===== src/rtl/bchp_cfg.svh =====
// Offsets, field positions, reset values and hard-wired codes of the bridge header slice.
// Assumes registers are addressed by dword-aligned byte offsets within configuration space.
`ifndef BCHP_CFG_SVH
`define BCHP_CFG_SVH

// Register byte offsets
`define BCHP_OFF_PF_LIMIT_UP 8'h2C
`define BCHP_OFF_IO_UPPER 8'h30
`define BCHP_OFF_CAP_PTR 8'h34
`define BCHP_OFF_INT_BRIDGE 8'h3C
`define BCHP_OFF_PM_CAP 8'h40
`define BCHP_OFF_PM_CSR 8'h44

// Hard-wired values
`define BCHP_CAP_PTR_VAL 8'h40
`define BCHP_PM_CAP_ID 8'h01
`define BCHP_PM_NEXT_UP 8'h5C
`define BCHP_PM_NEXT_DN 8'h4C
`define BCHP_PM_REVISION 3'h3

// Loadable defaults
`define BCHP_INT_PIN_RST 8'h00
`define BCHP_AUX_CUR_RST 3'h7
`define BCHP_PME_SUP_RST 5'h1F
`define BCHP_NO_SOFT_RST 1'h1

// Bridge control bit positions within the 0x3C dword
`define BCHP_BC_PARITY 16
`define BCHP_BC_ERR_FWD 17
`define BCHP_BC_ISA 18
`define BCHP_BC_VGA 19
`define BCHP_BC_VGA16 20
`define BCHP_BC_SEC_RST 22

// Power management control/status bit positions within the 0x44 dword
`define BCHP_PM_PME_EN 8
`define BCHP_PM_DSEL_LO 9
`define BCHP_PM_DSEL_HI 12

// Decode constants
`define BCHP_PF_LIMIT_LOW 20'hFFFFF
`define BCHP_IO_LIMIT_LOW 12'hFFF
`define BCHP_VGA_MEM_LO 64'h00000000000A0000
`define BCHP_VGA_MEM_HI 64'h00000000000BFFFF
`define BCHP_VGA_IO_A_LO 10'h3B0
`define BCHP_VGA_IO_A_HI 10'h3BB
`define BCHP_VGA_IO_B_LO 10'h3C0
`define BCHP_VGA_IO_B_HI 10'h3DF
`define BCHP_ISA_BLK_LO 10'h100

`endif


===== src/rtl/bchp_pkg.sv =====
// Types shared by the bridge header slice and its environment.
// Assumes bchp_cfg.svh carries all numeric constants.
package bchp_pkg;

  // Power states
  typedef enum logic [1:0] {
    BCHP_D0 = 2'b00,
    BCHP_D1 = 2'b01,
    BCHP_D2 = 2'b10,
    BCHP_D3HOT = 2'b11
  } bchp_pstate_type;

  // Configuration request from upstream
  typedef struct packed {
    logic rd;
    logic wr;
    logic [7:0] addr;
    logic [3:0] be;
    logic [31:0] wdata;
  } bchp_cfg_req_type;

  // Lower window fields held elsewhere in the header
  typedef struct packed {
    logic [11:0] pf_base_lo;
    logic [11:0] pf_limit_lo;
    logic [31:0] pf_base_up;
    logic [3:0] io_base_lo;
    logic [3:0] io_limit_lo;
  } bchp_win_lo_type;

  // Loadable read-only defaults
  typedef struct packed {
    logic [7:0] int_pin;
    logic [2:0] aux_current;
    logic [4:0] pme_support;
    logic no_soft_reset;
  } bchp_strap_type;

  // Request to be decoded for forwarding
  typedef struct packed {
    logic valid;
    logic is_io;
    logic [63:0] addr;
  } bchp_fwd_req_type;

endpackage


===== src/rtl/bchp_bridge_hdr.sv =====
// Bridge configuration header slice: upper window registers, capability pointer,
// interrupt line/pin, bridge control and power management capability.
// Assumes configuration requests arrive synchronous to CLK, one per cycle at most,
// and that strap defaults are loaded by an external loader while LOAD_STRAP is high.
`timescale 1ns/1ps
`include "bchp_cfg.svh"

// Summary of operation
// - Prefetchable limit upper 32 bits, read-write, reset zero.
// - I/O base upper 16 bits in bits 15:0, read-write, reset zero.
// - I/O limit upper 16 bits in bits 31:16, read-write, reset zero.
// - Capability pointer is read-only and returns 40h.
// - Interrupt pin read-only, reset zero, default loadable.
// - Parity response bit 16 enables secondary poisoned TLP detection.
// - Bit 17 gates forwarding of secondary error messages upstream.
// - Bit 18 limits I/O forwarding to top 768 bytes per 1KB in first 64KB.
// - Bit 19 forwards legacy video memory range A0000h to BFFFFh.
// - Video enable forwards I/O 3B0h-3BBh and 3C0h-3DFh; only in first 1KB with 16-bit decoding.
// - Bit 20 selects 10-bit or 16-bit video I/O decoding.
// - Bit 22 triggers hot reset and asserts downstream reset output.
// - Bridge control bits 21, 23-27 read zero; 31:28 reserved.
// - PM capability ID 01h; next pointer 5Ch upstream, 4Ch downstream.
// - PM revision 011b, no device-specific init, D1 and D2 supported.
// - Aux current 111b and PME support 11111b, both loadable.
// - Power state field read-write, reset D0, two-bit encoding.
// - Writing D0 after D3hot causes hot reset without downstream reset, unless no-soft-reset is set.
// - No-soft-reset bit read-only, reset one, loadable default.
// - PME enable bit 8 read-write, reset zero, gates PME message.
// - Data select 12:9 read-write; data scale and status read zero.
// - Prefetchable limit low 20 bits are treated as all ones.
// - I/O limit low 12 bits are treated as all ones.
module bchp_bridge_hdr
  import bchp_pkg::*;
(
  // Clock and reset
  input wire logic CLK,
  input wire logic NRST,
  // Port role
  input wire logic IS_UPSTREAM,
  // Configuration access
  input wire bchp_cfg_req_type CFG_REQ,
  output logic CFG_RD_VALID,
  output logic [31:0] CFG_RDATA,
  // Loadable defaults
  input wire logic LOAD_STRAP,
  input wire bchp_strap_type STRAP,
  // Lower window fields from the rest of the header
  input wire bchp_win_lo_type WIN_LO,
  // Forwarding decode
  input wire bchp_fwd_req_type FWD_REQ,
  output logic FWD_HIT,
  // Secondary side events
  input wire logic SEC_POISON_IN,
  input wire logic SEC_ERR_MSG_IN,
  output logic SEC_POISON_DET,
  output logic ERR_MSG_FWD,
  // Power management
  input wire logic PME_EVENT,
  output logic PME_MSG,
  output logic [1:0] POWER_STATE,
  // Resets
  output logic HOT_RESET,
  output logic DOWNSTREAM_RESET_OUT
);

  // Software-visible state
  logic [31:0] pf_limit_up;
  logic [15:0] io_base_up;
  logic [15:0] io_limit_up;
  logic [7:0] int_line;
  logic parity_resp;
  logic error_forward_enable;
  logic isa_en;
  logic vga_en;
  logic vga16;
  logic sec_bus_reset;
  bchp_pstate_type pstate;
  logic pme_en;
  logic [3:0] data_sel;
  bchp_strap_type strap;
  logic hot_from_pm;

  // Byte-lane write helpers
  logic [31:0] wmask;
  logic [31:0] next_pf_limit_up;
  logic [31:0] next_dw30;
  logic [31:0] next_dw3c;
  logic [31:0] next_dw44;
  logic wr_2c;
  logic wr_30;
  logic wr_3c;
  logic wr_44;

  // Read images, declared ahead of the lane merges that fold them back in
  logic [31:0] rd_dw3c;
  logic [31:0] rd_dw44;
  logic [31:0] rd_dw40;

  // Expand byte enables into a bit mask
  genvar gi;
  generate
    for (gi = 0; gi < 4; gi = gi + 1) begin : g_lane
      assign wmask[gi*8 +: 8] = {8{CFG_REQ.be[gi]}};
    end
  endgenerate

  assign wr_2c = CFG_REQ.wr && (CFG_REQ.addr == `BCHP_OFF_PF_LIMIT_UP);
  assign wr_30 = CFG_REQ.wr && (CFG_REQ.addr == `BCHP_OFF_IO_UPPER);
  assign wr_3c = CFG_REQ.wr && (CFG_REQ.addr == `BCHP_OFF_INT_BRIDGE);
  assign wr_44 = CFG_REQ.wr && (CFG_REQ.addr == `BCHP_OFF_PM_CSR);

  // Merged values: unenabled lanes keep the old contents
  assign next_pf_limit_up = (CFG_REQ.wdata & wmask) | (pf_limit_up & ~wmask);
  assign next_dw30 = (CFG_REQ.wdata & wmask) | ({io_limit_up, io_base_up} & ~wmask);
  assign next_dw3c = (CFG_REQ.wdata & wmask) | (rd_dw3c & ~wmask);
  assign next_dw44 = (CFG_REQ.wdata & wmask) | (rd_dw44 & ~wmask);

  // Read images of the mixed registers
  always_comb begin
    rd_dw3c = 32'h00000000;
    rd_dw3c[7:0] = int_line;
    rd_dw3c[15:8] = strap.int_pin;
    rd_dw3c[`BCHP_BC_PARITY] = parity_resp;
    rd_dw3c[`BCHP_BC_ERR_FWD] = error_forward_enable;
    rd_dw3c[`BCHP_BC_ISA] = isa_en;
    rd_dw3c[`BCHP_BC_VGA] = vga_en;
    rd_dw3c[`BCHP_BC_VGA16] = vga16;
    rd_dw3c[`BCHP_BC_SEC_RST] = sec_bus_reset; // bits 21, 23-31 stay zero
  end

  always_comb begin
    rd_dw40 = 32'h00000000;
    rd_dw40[7:0] = `BCHP_PM_CAP_ID;
    rd_dw40[15:8] = IS_UPSTREAM ? `BCHP_PM_NEXT_UP : `BCHP_PM_NEXT_DN;
    rd_dw40[18:16] = `BCHP_PM_REVISION;
    rd_dw40[21] = 1'b0; // No device-specific init
    rd_dw40[24:22] = strap.aux_current;
    rd_dw40[25] = 1'b1;
    rd_dw40[26] = 1'b1;
    rd_dw40[31:27] = strap.pme_support;
  end

  always_comb begin
    rd_dw44 = 32'h00000000;
    rd_dw44[1:0] = pstate;
    rd_dw44[3] = strap.no_soft_reset;
    rd_dw44[`BCHP_PM_PME_EN] = pme_en;
    rd_dw44[`BCHP_PM_DSEL_HI:`BCHP_PM_DSEL_LO] = data_sel; // scale and status zero
    // Extension byte 23:16 reads zero
  end

  // Loadable defaults latched on reset and while the loader drives them
  always_ff @(posedge CLK) begin
    if (!NRST) begin
      strap.int_pin <= `BCHP_INT_PIN_RST;
      strap.aux_current <= `BCHP_AUX_CUR_RST;
      strap.pme_support <= `BCHP_PME_SUP_RST;
      strap.no_soft_reset <= `BCHP_NO_SOFT_RST;
    end else if (LOAD_STRAP) begin
      strap <= STRAP;
    end
  end

  // Window upper halves
  always_ff @(posedge CLK) begin
    if (!NRST) begin
      pf_limit_up <= 32'h00000000;
      io_base_up <= 16'h0000;
      io_limit_up <= 16'h0000;
    end else begin
      if (wr_2c) begin
        pf_limit_up <= next_pf_limit_up;
      end
      if (wr_30) begin
        io_base_up <= next_dw30[15:0];
        io_limit_up <= next_dw30[31:16];
      end
    end
  end

  // Interrupt line and bridge control
  always_ff @(posedge CLK) begin
    if (!NRST) begin
      int_line <= 8'h00;
      parity_resp <= 1'b0;
      error_forward_enable <= 1'b0;
      isa_en <= 1'b0;
      vga_en <= 1'b0;
      vga16 <= 1'b0;
      sec_bus_reset <= 1'b0;
    end else if (wr_3c) begin
      int_line <= next_dw3c[7:0];
      parity_resp <= next_dw3c[`BCHP_BC_PARITY];
      error_forward_enable <= next_dw3c[`BCHP_BC_ERR_FWD];
      isa_en <= next_dw3c[`BCHP_BC_ISA];
      vga_en <= next_dw3c[`BCHP_BC_VGA];
      vga16 <= next_dw3c[`BCHP_BC_VGA16];
      sec_bus_reset <= next_dw3c[`BCHP_BC_SEC_RST];
    end
  end

  // Power management control; D3hot to D0 raises an internal hot reset pulse unless no-soft-reset is set
  always_ff @(posedge CLK) begin
    if (!NRST) begin
      pstate <= BCHP_D0;
      pme_en <= 1'b0;
      data_sel <= 4'h0;
      hot_from_pm <= 1'b0;
    end else begin
      hot_from_pm <= 1'b0;
      if (wr_44) begin
        pstate <= bchp_pstate_type'(next_dw44[1:0]);
        pme_en <= next_dw44[`BCHP_PM_PME_EN];
        data_sel <= next_dw44[`BCHP_PM_DSEL_HI:`BCHP_PM_DSEL_LO];
        // No-soft-reset set means the internal reset is skipped
        if (CFG_REQ.be[0] && pstate == BCHP_D3HOT && next_dw44[1:0] == BCHP_D0
            && !strap.no_soft_reset) begin
          hot_from_pm <= 1'b1;
        end
      end
    end
  end

  // Read data from flip-flops, one cycle after the request
  always_ff @(posedge CLK) begin
    if (!NRST) begin
      CFG_RD_VALID <= 1'b0;
      CFG_RDATA <= 32'h00000000;
    end else begin
      CFG_RD_VALID <= CFG_REQ.rd;
      if (CFG_REQ.rd) begin
        case (CFG_REQ.addr)
          `BCHP_OFF_PF_LIMIT_UP: CFG_RDATA <= pf_limit_up;
          `BCHP_OFF_IO_UPPER: CFG_RDATA <= {io_limit_up, io_base_up};
          `BCHP_OFF_CAP_PTR: CFG_RDATA <= {24'h000000, `BCHP_CAP_PTR_VAL};
          `BCHP_OFF_INT_BRIDGE: CFG_RDATA <= rd_dw3c;
          `BCHP_OFF_PM_CAP: CFG_RDATA <= rd_dw40;
          `BCHP_OFF_PM_CSR: CFG_RDATA <= rd_dw44;
          default: CFG_RDATA <= 32'h00000000;
        endcase
      end
    end
  end

  // Assembled window bounds
  logic [63:0] pf_base;
  logic [63:0] pf_limit;
  logic [31:0] io_base;
  logic [31:0] io_limit;
  assign pf_base = {WIN_LO.pf_base_up, WIN_LO.pf_base_lo, 20'h00000};
  assign pf_limit = {pf_limit_up, WIN_LO.pf_limit_lo, `BCHP_PF_LIMIT_LOW};
  assign io_base = {io_base_up, WIN_LO.io_base_lo, 12'h000};
  assign io_limit = {io_limit_up, WIN_LO.io_limit_lo, `BCHP_IO_LIMIT_LOW};

  // Forwarding decode
  logic io_in_win;
  logic io_isa_ok;
  logic io_64k;
  logic vga_io;
  logic vga_mem;
  logic mem_in_win;
  logic next_fwd_hit;
  always_comb begin
    io_64k = (FWD_REQ.addr[31:16] == 16'h0000);
    io_in_win = (FWD_REQ.addr[31:0] >= io_base) && (FWD_REQ.addr[31:0] <= io_limit);
    // Low 256 bytes of each 1KB block in the first 64KB are excluded in ISA mode
    io_isa_ok = !(isa_en && io_64k && FWD_REQ.addr[9:0] < `BCHP_ISA_BLK_LO);
    vga_io = vga_en
      && (vga16 ? io_64k && FWD_REQ.addr[15:10] == 6'h00 : 1'b1)
      && ((FWD_REQ.addr[9:0] >= `BCHP_VGA_IO_A_LO && FWD_REQ.addr[9:0] <= `BCHP_VGA_IO_A_HI)
      || (FWD_REQ.addr[9:0] >= `BCHP_VGA_IO_B_LO
      && FWD_REQ.addr[9:0] <= `BCHP_VGA_IO_B_HI));
    vga_mem = vga_en && FWD_REQ.addr >= `BCHP_VGA_MEM_LO
      && FWD_REQ.addr <= `BCHP_VGA_MEM_HI;
    mem_in_win = (FWD_REQ.addr >= pf_base) && (FWD_REQ.addr <= pf_limit);
    if (FWD_REQ.is_io) begin
      next_fwd_hit = FWD_REQ.valid && ((io_in_win && io_isa_ok) || vga_io);
    end else begin
      next_fwd_hit = FWD_REQ.valid && (mem_in_win || vga_mem);
    end
  end

  // Registered event outputs
  always_ff @(posedge CLK) begin
    if (!NRST) begin
      FWD_HIT <= 1'b0;
      SEC_POISON_DET <= 1'b0;
      ERR_MSG_FWD <= 1'b0;
      PME_MSG <= 1'b0;
      HOT_RESET <= 1'b0;
      DOWNSTREAM_RESET_OUT <= 1'b0;
    end else begin
      FWD_HIT <= next_fwd_hit;
      SEC_POISON_DET <= SEC_POISON_IN && parity_resp;
      ERR_MSG_FWD <= SEC_ERR_MSG_IN && error_forward_enable;
      PME_MSG <= PME_EVENT && pme_en;
      HOT_RESET <= sec_bus_reset || hot_from_pm;
      DOWNSTREAM_RESET_OUT <= sec_bus_reset; // PM-driven reset leaves it low
    end
  end

  assign POWER_STATE = pstate;

endmodule // bchp_bridge_hdr


===== config.mk =====
export PLATFORM = sky130hd
export DESIGN_NAME = bchp_bridge_hdr
export DESIGN_NICKNAME = d
export VERILOG_FILES = /design/src/rtl/bchp_pkg.sv /design/src/rtl/bchp_bridge_hdr.sv
export VERILOG_INCLUDE_DIRS = /design/src /design/src/rtl
export SDC_FILE = /design/constraint.sdc
export NUM_CORES = 1
export LEC_CHECK = 0
export ABC_AREA = 1
export BUFFER_PORTS_ARGS = -buffer_cell sky130_fd_sc_hd__clkbuf_2
export CAP_MARGIN = 25
export CORE_MARGIN = 10
export CORE_UTILIZATION = 45
export DETAILED_ROUTE_END_ITERATION = 6
export PLACE_DENSITY = 0.7
export SLEW_MARGIN = 15
export SYNTH_ARGS = -nofsm -noshare
export SYNTH_HDL_FRONTEND = slang
export SYNTH_SLANG_ARGS = --single-unit
export TNS_END_PERCENT = 1

===== constraint.sdc =====
create_clock -name CLK -period 1.9 [get_ports CLK]
set_clock_uncertainty 0.15 [all_clocks]
set_input_delay 0.475 -clock CLK [delete_from_list [all_inputs] [get_ports CLK]]
set_output_delay 0.475 -clock CLK [all_outputs]
set_load 0.1 [all_outputs]

==> metrics.csv, run 1 <==
metric,value,unit
largest area contributor in the netlist,dfxtp_1,
status,finished clean,
total track usage,23.2,%
Worst-Skew Late Latency,0.43,ns
Synth warnings,0,
Num CTS Buffers,17,
HP Start,SEC_POISON_IN,
setup violators final,0,
Cells after Synth,1337,
"commonest non-fill, non-tap cell in the layout",nand2_1,
largest net degree at the start of global routing,50,
RSZ-0062 raised after global routing,yes,
CP arrival,1.24,ns
syn_area_per_cell,6.94,um2
CTS Hold Buffers Added,0,
CP required,1.27,ns
FMAX,0.536,GHz
nature of the critical path endpoint,primary output,
drt wl/cell,16.8,um
1st-iter DRT viols,691,
worst r2r dst,FWD_HIT,
Initial DRT Pass Iterations,5,
"Design Area, Final",12200,um2
Core Area,20200,um2
kind of critical path,register to primary output,
power density over the cells,617,nW/um2
share of cells above drive strength 1,26.9,%
Hold Fails Final Rpt,0,
gr ovfl total,0,
maximum clock path buffer count,2,
Comb power frac,16.0,%
Fillers,1874,
DRC,0,
net count after synthesis,1665,
antenna-violating nets left,0,
type of the most critical hold path,input pin to register,
switching share of power,27.0,%
Die H,164,um
total power,7.54,mW
"top cells by area, synth","dfxtp_1 (31%), ha_1 (17%), nand2_1 (11%), a21oi_1 (8.2%), inv_1 (7.7%)",
DP Area,11300,um2
final wirelength,32400,um
Worst VDD drop,744,uV
Reg area,2850,um2
fin. max-slew vios,0,
Site Rows,52,
"Seq/Total Area, Yosys",30.6,%
worst path bufs/invs,1,
Die Width,164,um
P_sw,2.04,mW
Via Count,9992,
r2r worst-path depth,11,
min cycle time layout,1.87,ns
Post-Syn Area,9280,um2
port buffer count,240,
CP max stage cell,buf_2,
vias in the first global route,9759,
global-route wire length before repair,49500,um
WHS Endpoint,SEC_POISON_DET,
Slew @ Worst Pin,0.573,ns
"CP delay by family, top",buffers and inverters,
Die Area,26800,um2
nets,1967,
dpl hpwl,26400,um
Cell Int Power,5.50,mW
num ports,241,
Num Clock Sinks,142,
period utilization,98.2,%
Area Growth Syn to Fin,31.5,%
Placed Cells incl. Taps,1889,
part of the power in registers,40.1,%
H-tree levels,4,
worst-path cell chain,buf_2,
hold path depth,3,
CTS tree,done,
slowest cell delay on critical path,0.45,ns
Place WS,-0.285,ns
CP max FO,2,
Leakage,5.77,nW
clk slew on worst S/H paths,0.06,ns
initial antenna violation count,4,
Max Cap Viol,0,
#FFs+latches synth,142,
most frequent cells in the layout,"nand2_1 (278), clkbuf_2 (218), inv_1 (175)",
Initial Utilization,45.9,%
Setup crit start kind,register,
relative slew slack,61.9,%
area occupied by multi-input gates,5740,um2
FF-to-FF setup slack,0.08,ns
via/cell ratio,5.19,
Finished Layout Cells,1924,
part of the power in the clock network,43.8,%
CTS Root Cell,clkbuf_16,
Placer Congestion,0.913,
top-area cell type share of the netlist area,30.6,%
Cell variety after synth,36,
Setup WS post-layout,0.0339,ns
## worst max path at each step
stage / depth (start not counted) / slack [ns] / startpoint / end
2_1_floorplan: 12 / 0.11 / WIN_LO[51] / FWD_HIT
3_3_place_gp: 12 / -0.29 / FWD_REQ[59] / FWD_HIT
3_5_place_dp: 12 / -0.29 / FWD_REQ[31] / FWD_HIT
4_1_cts: 12 / 0.004 / register / FWD_HIT
5_1_grt: 11 / -0.04 / register / FWD_HIT
6_report: 1 / 0.03 / CFG_RDATA[12] / CFG_RDATA[12]
## cells in the mapped netlist
| library cell | n |
|---|---|
| nor2_4 | 1 |
| nand3_2 | 4 |
| a211oi_2 | 4 |
| inv_1 | 191 |
| ha_1 | 128 |
| clkinv_1 | 2 |
| o211ai_1 | 2 |
| clkbuf_1 | 23 |
| buf_4 | 4 |
| dfxtp_1 | 142 |
| o221ai_1 | 15 |
| o21ai_0 | 109 |
| buf_2 | 9 |
| a211oi_1 | 1 |
| o22ai_1 | 16 |
| nand2_1 | 280 |
| nor2_1 | 131 |
| nor3_2 | 2 |
| a21boi_0 | 1 |
| nor4_1 | 6 |
| nand4_1 | 21 |
| nor2_2 | 3 |
| buf_1 | 3 |
| o21a_1 | 4 |
| nand3_1 | 32 |
| buf_6 | 5 |
| o21ai_1 | 12 |
| a21oi_1 | 153 |
| and2_1 | 2 |
| nor3b_1 | 2 |
| nand2_2 | 10 |
| inv_2 | 5 |
| a21o_1 | 6 |
| nor2b_1 | 1 |
| nor2_8 | 1 |
| nor3_1 | 6 |
## stage by stage
step                      hold slack [ns]  setup TNS, ns  utilization [%]
after global routing               0.0901        -0.0449             60.3
after floorplan                     0.249              0                -
final                              0.0990              0             60.3
after global placement              0.283          -7.13             56.0
after CTS                          0.0875              0             58.9
after detailed placement            0.289         -11.57             56.0
## cell type report
class                      count  area share, %
antenna                        2         0.0410
clock buffer                  19           3.63
clock inverter                13           1.15
inverter                     198           6.13
multi-input combinational    953           47.0
sequential                   142           23.4
tap                          270           2.77
timing repair buffer         327           15.9
## kinds of logic after synthesis
group	Yosys count	share of synthesized area (%)
AND/OR/NAND/NOR	502	22.7
AO/OA/AOI/OAI	323	18.9
buffers and inverters	242	10.5
flip-flops	142	30.6
adder cells (fa/ha/maj)	128	17.3
## routing by layer
metal  GRT usage (%)  share of wire (%)
met1            27.3                 41
met5               0              0.025
met3            5.64                7.6
met2            41.1                 49
met4            5.93                2.2
## power by group through the flow
| stage | clock, mW | combinational [mW] | sequential, mW |
|---|---|---|---|
| floorplan | 0 | 0.580 | 3.10 |
| global placement | 0 | 1.12 | 3.09 |
| detailed placement | 0 | 1.15 | 3.09 |
| CTS | 3.34 | 1.16 | 3.02 |
| global route | 3.46 | 1.36 | 3.03 |
| finish | 3.30 | 1.21 | 3.02 |
## what timing repair did
action | 4_1_cts | 5_1_grt
buffers inserted | 0 | 1
endpoints found under the setup margin | 1 | 3
resized for setup | 0 | 63
pin swaps | 1 | 12
Note: power is estimated with default switching activity, not from simulation.
==> run 2: changes to the inputs <==
--- a/config.mk
+++ b/config.mk
@@ -13,6 +13,7 @@
 export CORE_UTILIZATION = 45
 export DETAILED_ROUTE_END_ITERATION = 6
 export PLACE_DENSITY = 0.7
+export RECOVER_POWER = 25
 export SLEW_MARGIN = 15
 export SYNTH_ARGS = -nofsm -noshare
 export SYNTH_HDL_FRONTEND = slang
==> metrics.csv, run 2 (synthesis gave the netlist of run 1 again) <==
metric,value,unit,change
DRC,0,,unchanged
type of the most critical hold path,input pin to register,,
power density over the cells,619,nW/um2,+0.26%
fin. max-slew vios,0,,unchanged
Initial Utilization,45.9,%,unchanged
kind of critical path,register to primary output,,
clk slew on worst S/H paths,0.06,ns,about the same
CP max FO,2,,unchanged
Worst VDD drop,747,uV,+0.35%
CP required,1.27,ns,about the same
Placer Congestion,0.913,,unchanged
Num CTS Buffers,17,,unchanged
"Design Area, Final",12200,um2,-0.33%
CP arrival,1.24,ns,about the same
initial antenna violation count,4,,unchanged
min cycle time layout,1.87,ns,+0.00112 ns
FMAX,0.536,GHz,about the same
hold path depth,3,,unchanged
RSZ-0062 raised after global routing,yes,,
Site Rows,52,,unchanged
via/cell ratio,5.18,,-0.18%
Hold Fails Final Rpt,0,,unchanged
worst r2r dst,FWD_HIT,,
DP Area,11300,um2,unchanged
CTS Root Cell,clkbuf_16,,
status,finished clean,,
Slew @ Worst Pin,0.709,ns,+0.135 ns
WHS Endpoint,SEC_POISON_DET,,
global-route wire length before repair,49500,um,unchanged
Leakage,5.75,nW,-0.46%
antenna-violating nets left,0,,unchanged
worst path bufs/invs,1,,unchanged
worst-path cell chain,buf_2,,
Via Count,9974,,-0.18%
H-tree levels,4,,unchanged
Die Area,26800,um2,unchanged
num ports,241,,unchanged
maximum clock path buffer count,2,,unchanged
1st-iter DRT viols,720,,+4.2%
gr ovfl total,0,,unchanged
"CP delay by family, top",buffers and inverters,,
setup TNS,0,ns,unchanged
Die H,164,um,unchanged
nature of the critical path endpoint,primary output,,
CTS tree,done,,
relative slew slack,52.8,%,-9.2 points
CTS Hold Buffers Added,0,,unchanged
largest net degree at the start of global routing,50,,unchanged
Die Width,164,um,unchanged
Area Growth Syn to Fin,31.0,%,
Worst-Skew Late Latency,0.43,ns,about the same
port buffer count,240,,unchanged
r2r worst-path depth,11,,unchanged
Fillers,1886,,+0.64%
nets,1967,,unchanged
vias in the first global route,9759,,unchanged
HP Start,SEC_POISON_IN,,
period utilization,98.3,%,about the same
most frequent cells in the layout,"nand2_1 (281), clkbuf_2 (218), inv_1 (176)",,
Setup crit start kind,register,,
slowest cell delay on critical path,0.45,ns,about the same
Num Clock Sinks,142,,unchanged
CP max stage cell,buf_2,,
Max Cap Viol,0,,unchanged
setup violators final,0,,unchanged
"commonest non-fill, non-tap cell in the layout",nand2_1,,
share of cells above drive strength 1,26.2,%,-0.79 points
drt wl/cell,16.8,um,about the same
dpl hpwl,26400,um,unchanged
final wirelength,32400,um,about the same
Initial DRT Pass Iterations,5,,unchanged
Core Area,20200,um2,unchanged
fin util,60.1,%,-0.20 points
total track usage,23.2,%,unchanged
total power,7.53,mW,about the same
FF-to-FF setup slack,0.07,ns,about the same
## run 2: cell types whose count changed in the layout (fill, tap and decap cells not counted), moves of 2 or more
cell      change
buf_4         -7
clkbuf_1      +6
nand2_1       +3
nand2_2       -3
nor2_1        +2
nor2_2        -2
## run 2: timing repair
action                     CTS  global route
resized for setup            0            63
setup endpoints to repair    1             3
buffers inserted             0             1
pin swaps                    1            12
## run 2: metal layers
metal	track usage [%]	part of all wire [%]	up-vias
li1	-	-	5035
met1	27.3	40	4551
met2	41.1	50	346
met3	5.64	7.9	40
met4	5.93	2.0	2
met5	0	0.025	-
## run 2: where the power goes
group | switching (mW) | leakage [nW] | internal, mW
registers | 0.0166 | 1.15 | 3.01
clock network | 1.34 | 0.276 | 1.97
logic | 0.685 | 4.32 | 0.517
total | 2.04 | 5.75 | 5.49
## run 2: stage by stage
step           cells  setup slack [ns]  hold WS [ns]
5_1_grt         1922           -0.0449        0.0901
2_1_floorplan   1337             0.113         0.249
3_5_place_dp    1889            -0.285         0.289
4_1_cts         1921           0.00382        0.0875
6_report        1924            0.0327        0.0983
3_3_place_gp    1889            -0.292         0.283
## run 2: cell type report
type / instances / area [um2] / area share (%)
well taps: 270 / 338 / 2.78
clock buffers: 19 / 443 / 3.64
repair buffers: 327 / 1920 / 15.8
multi-input cells: 953 / 5720 / 47.0
clock inverters: 13 / 140 / 1.15
diodes: 2 / 5.00 / 0.0411
inverters: 198 / 748 / 6.15
flip-flops and latches: 142 / 2850 / 23.4
## run 2: worst max path at each step
stage | startpoint | end | cells past startpoint
after global placement | FWD_REQ[59] | FWD_HIT | 12
final | CFG_RDATA[12] | CFG_RDATA[12] | 1
after global routing | register | FWD_HIT | 11
after detailed placement | FWD_REQ[31] | FWD_HIT | 12
after floorplan | WIN_LO[51] | FWD_HIT | 12
after CTS | register | FWD_HIT | 12
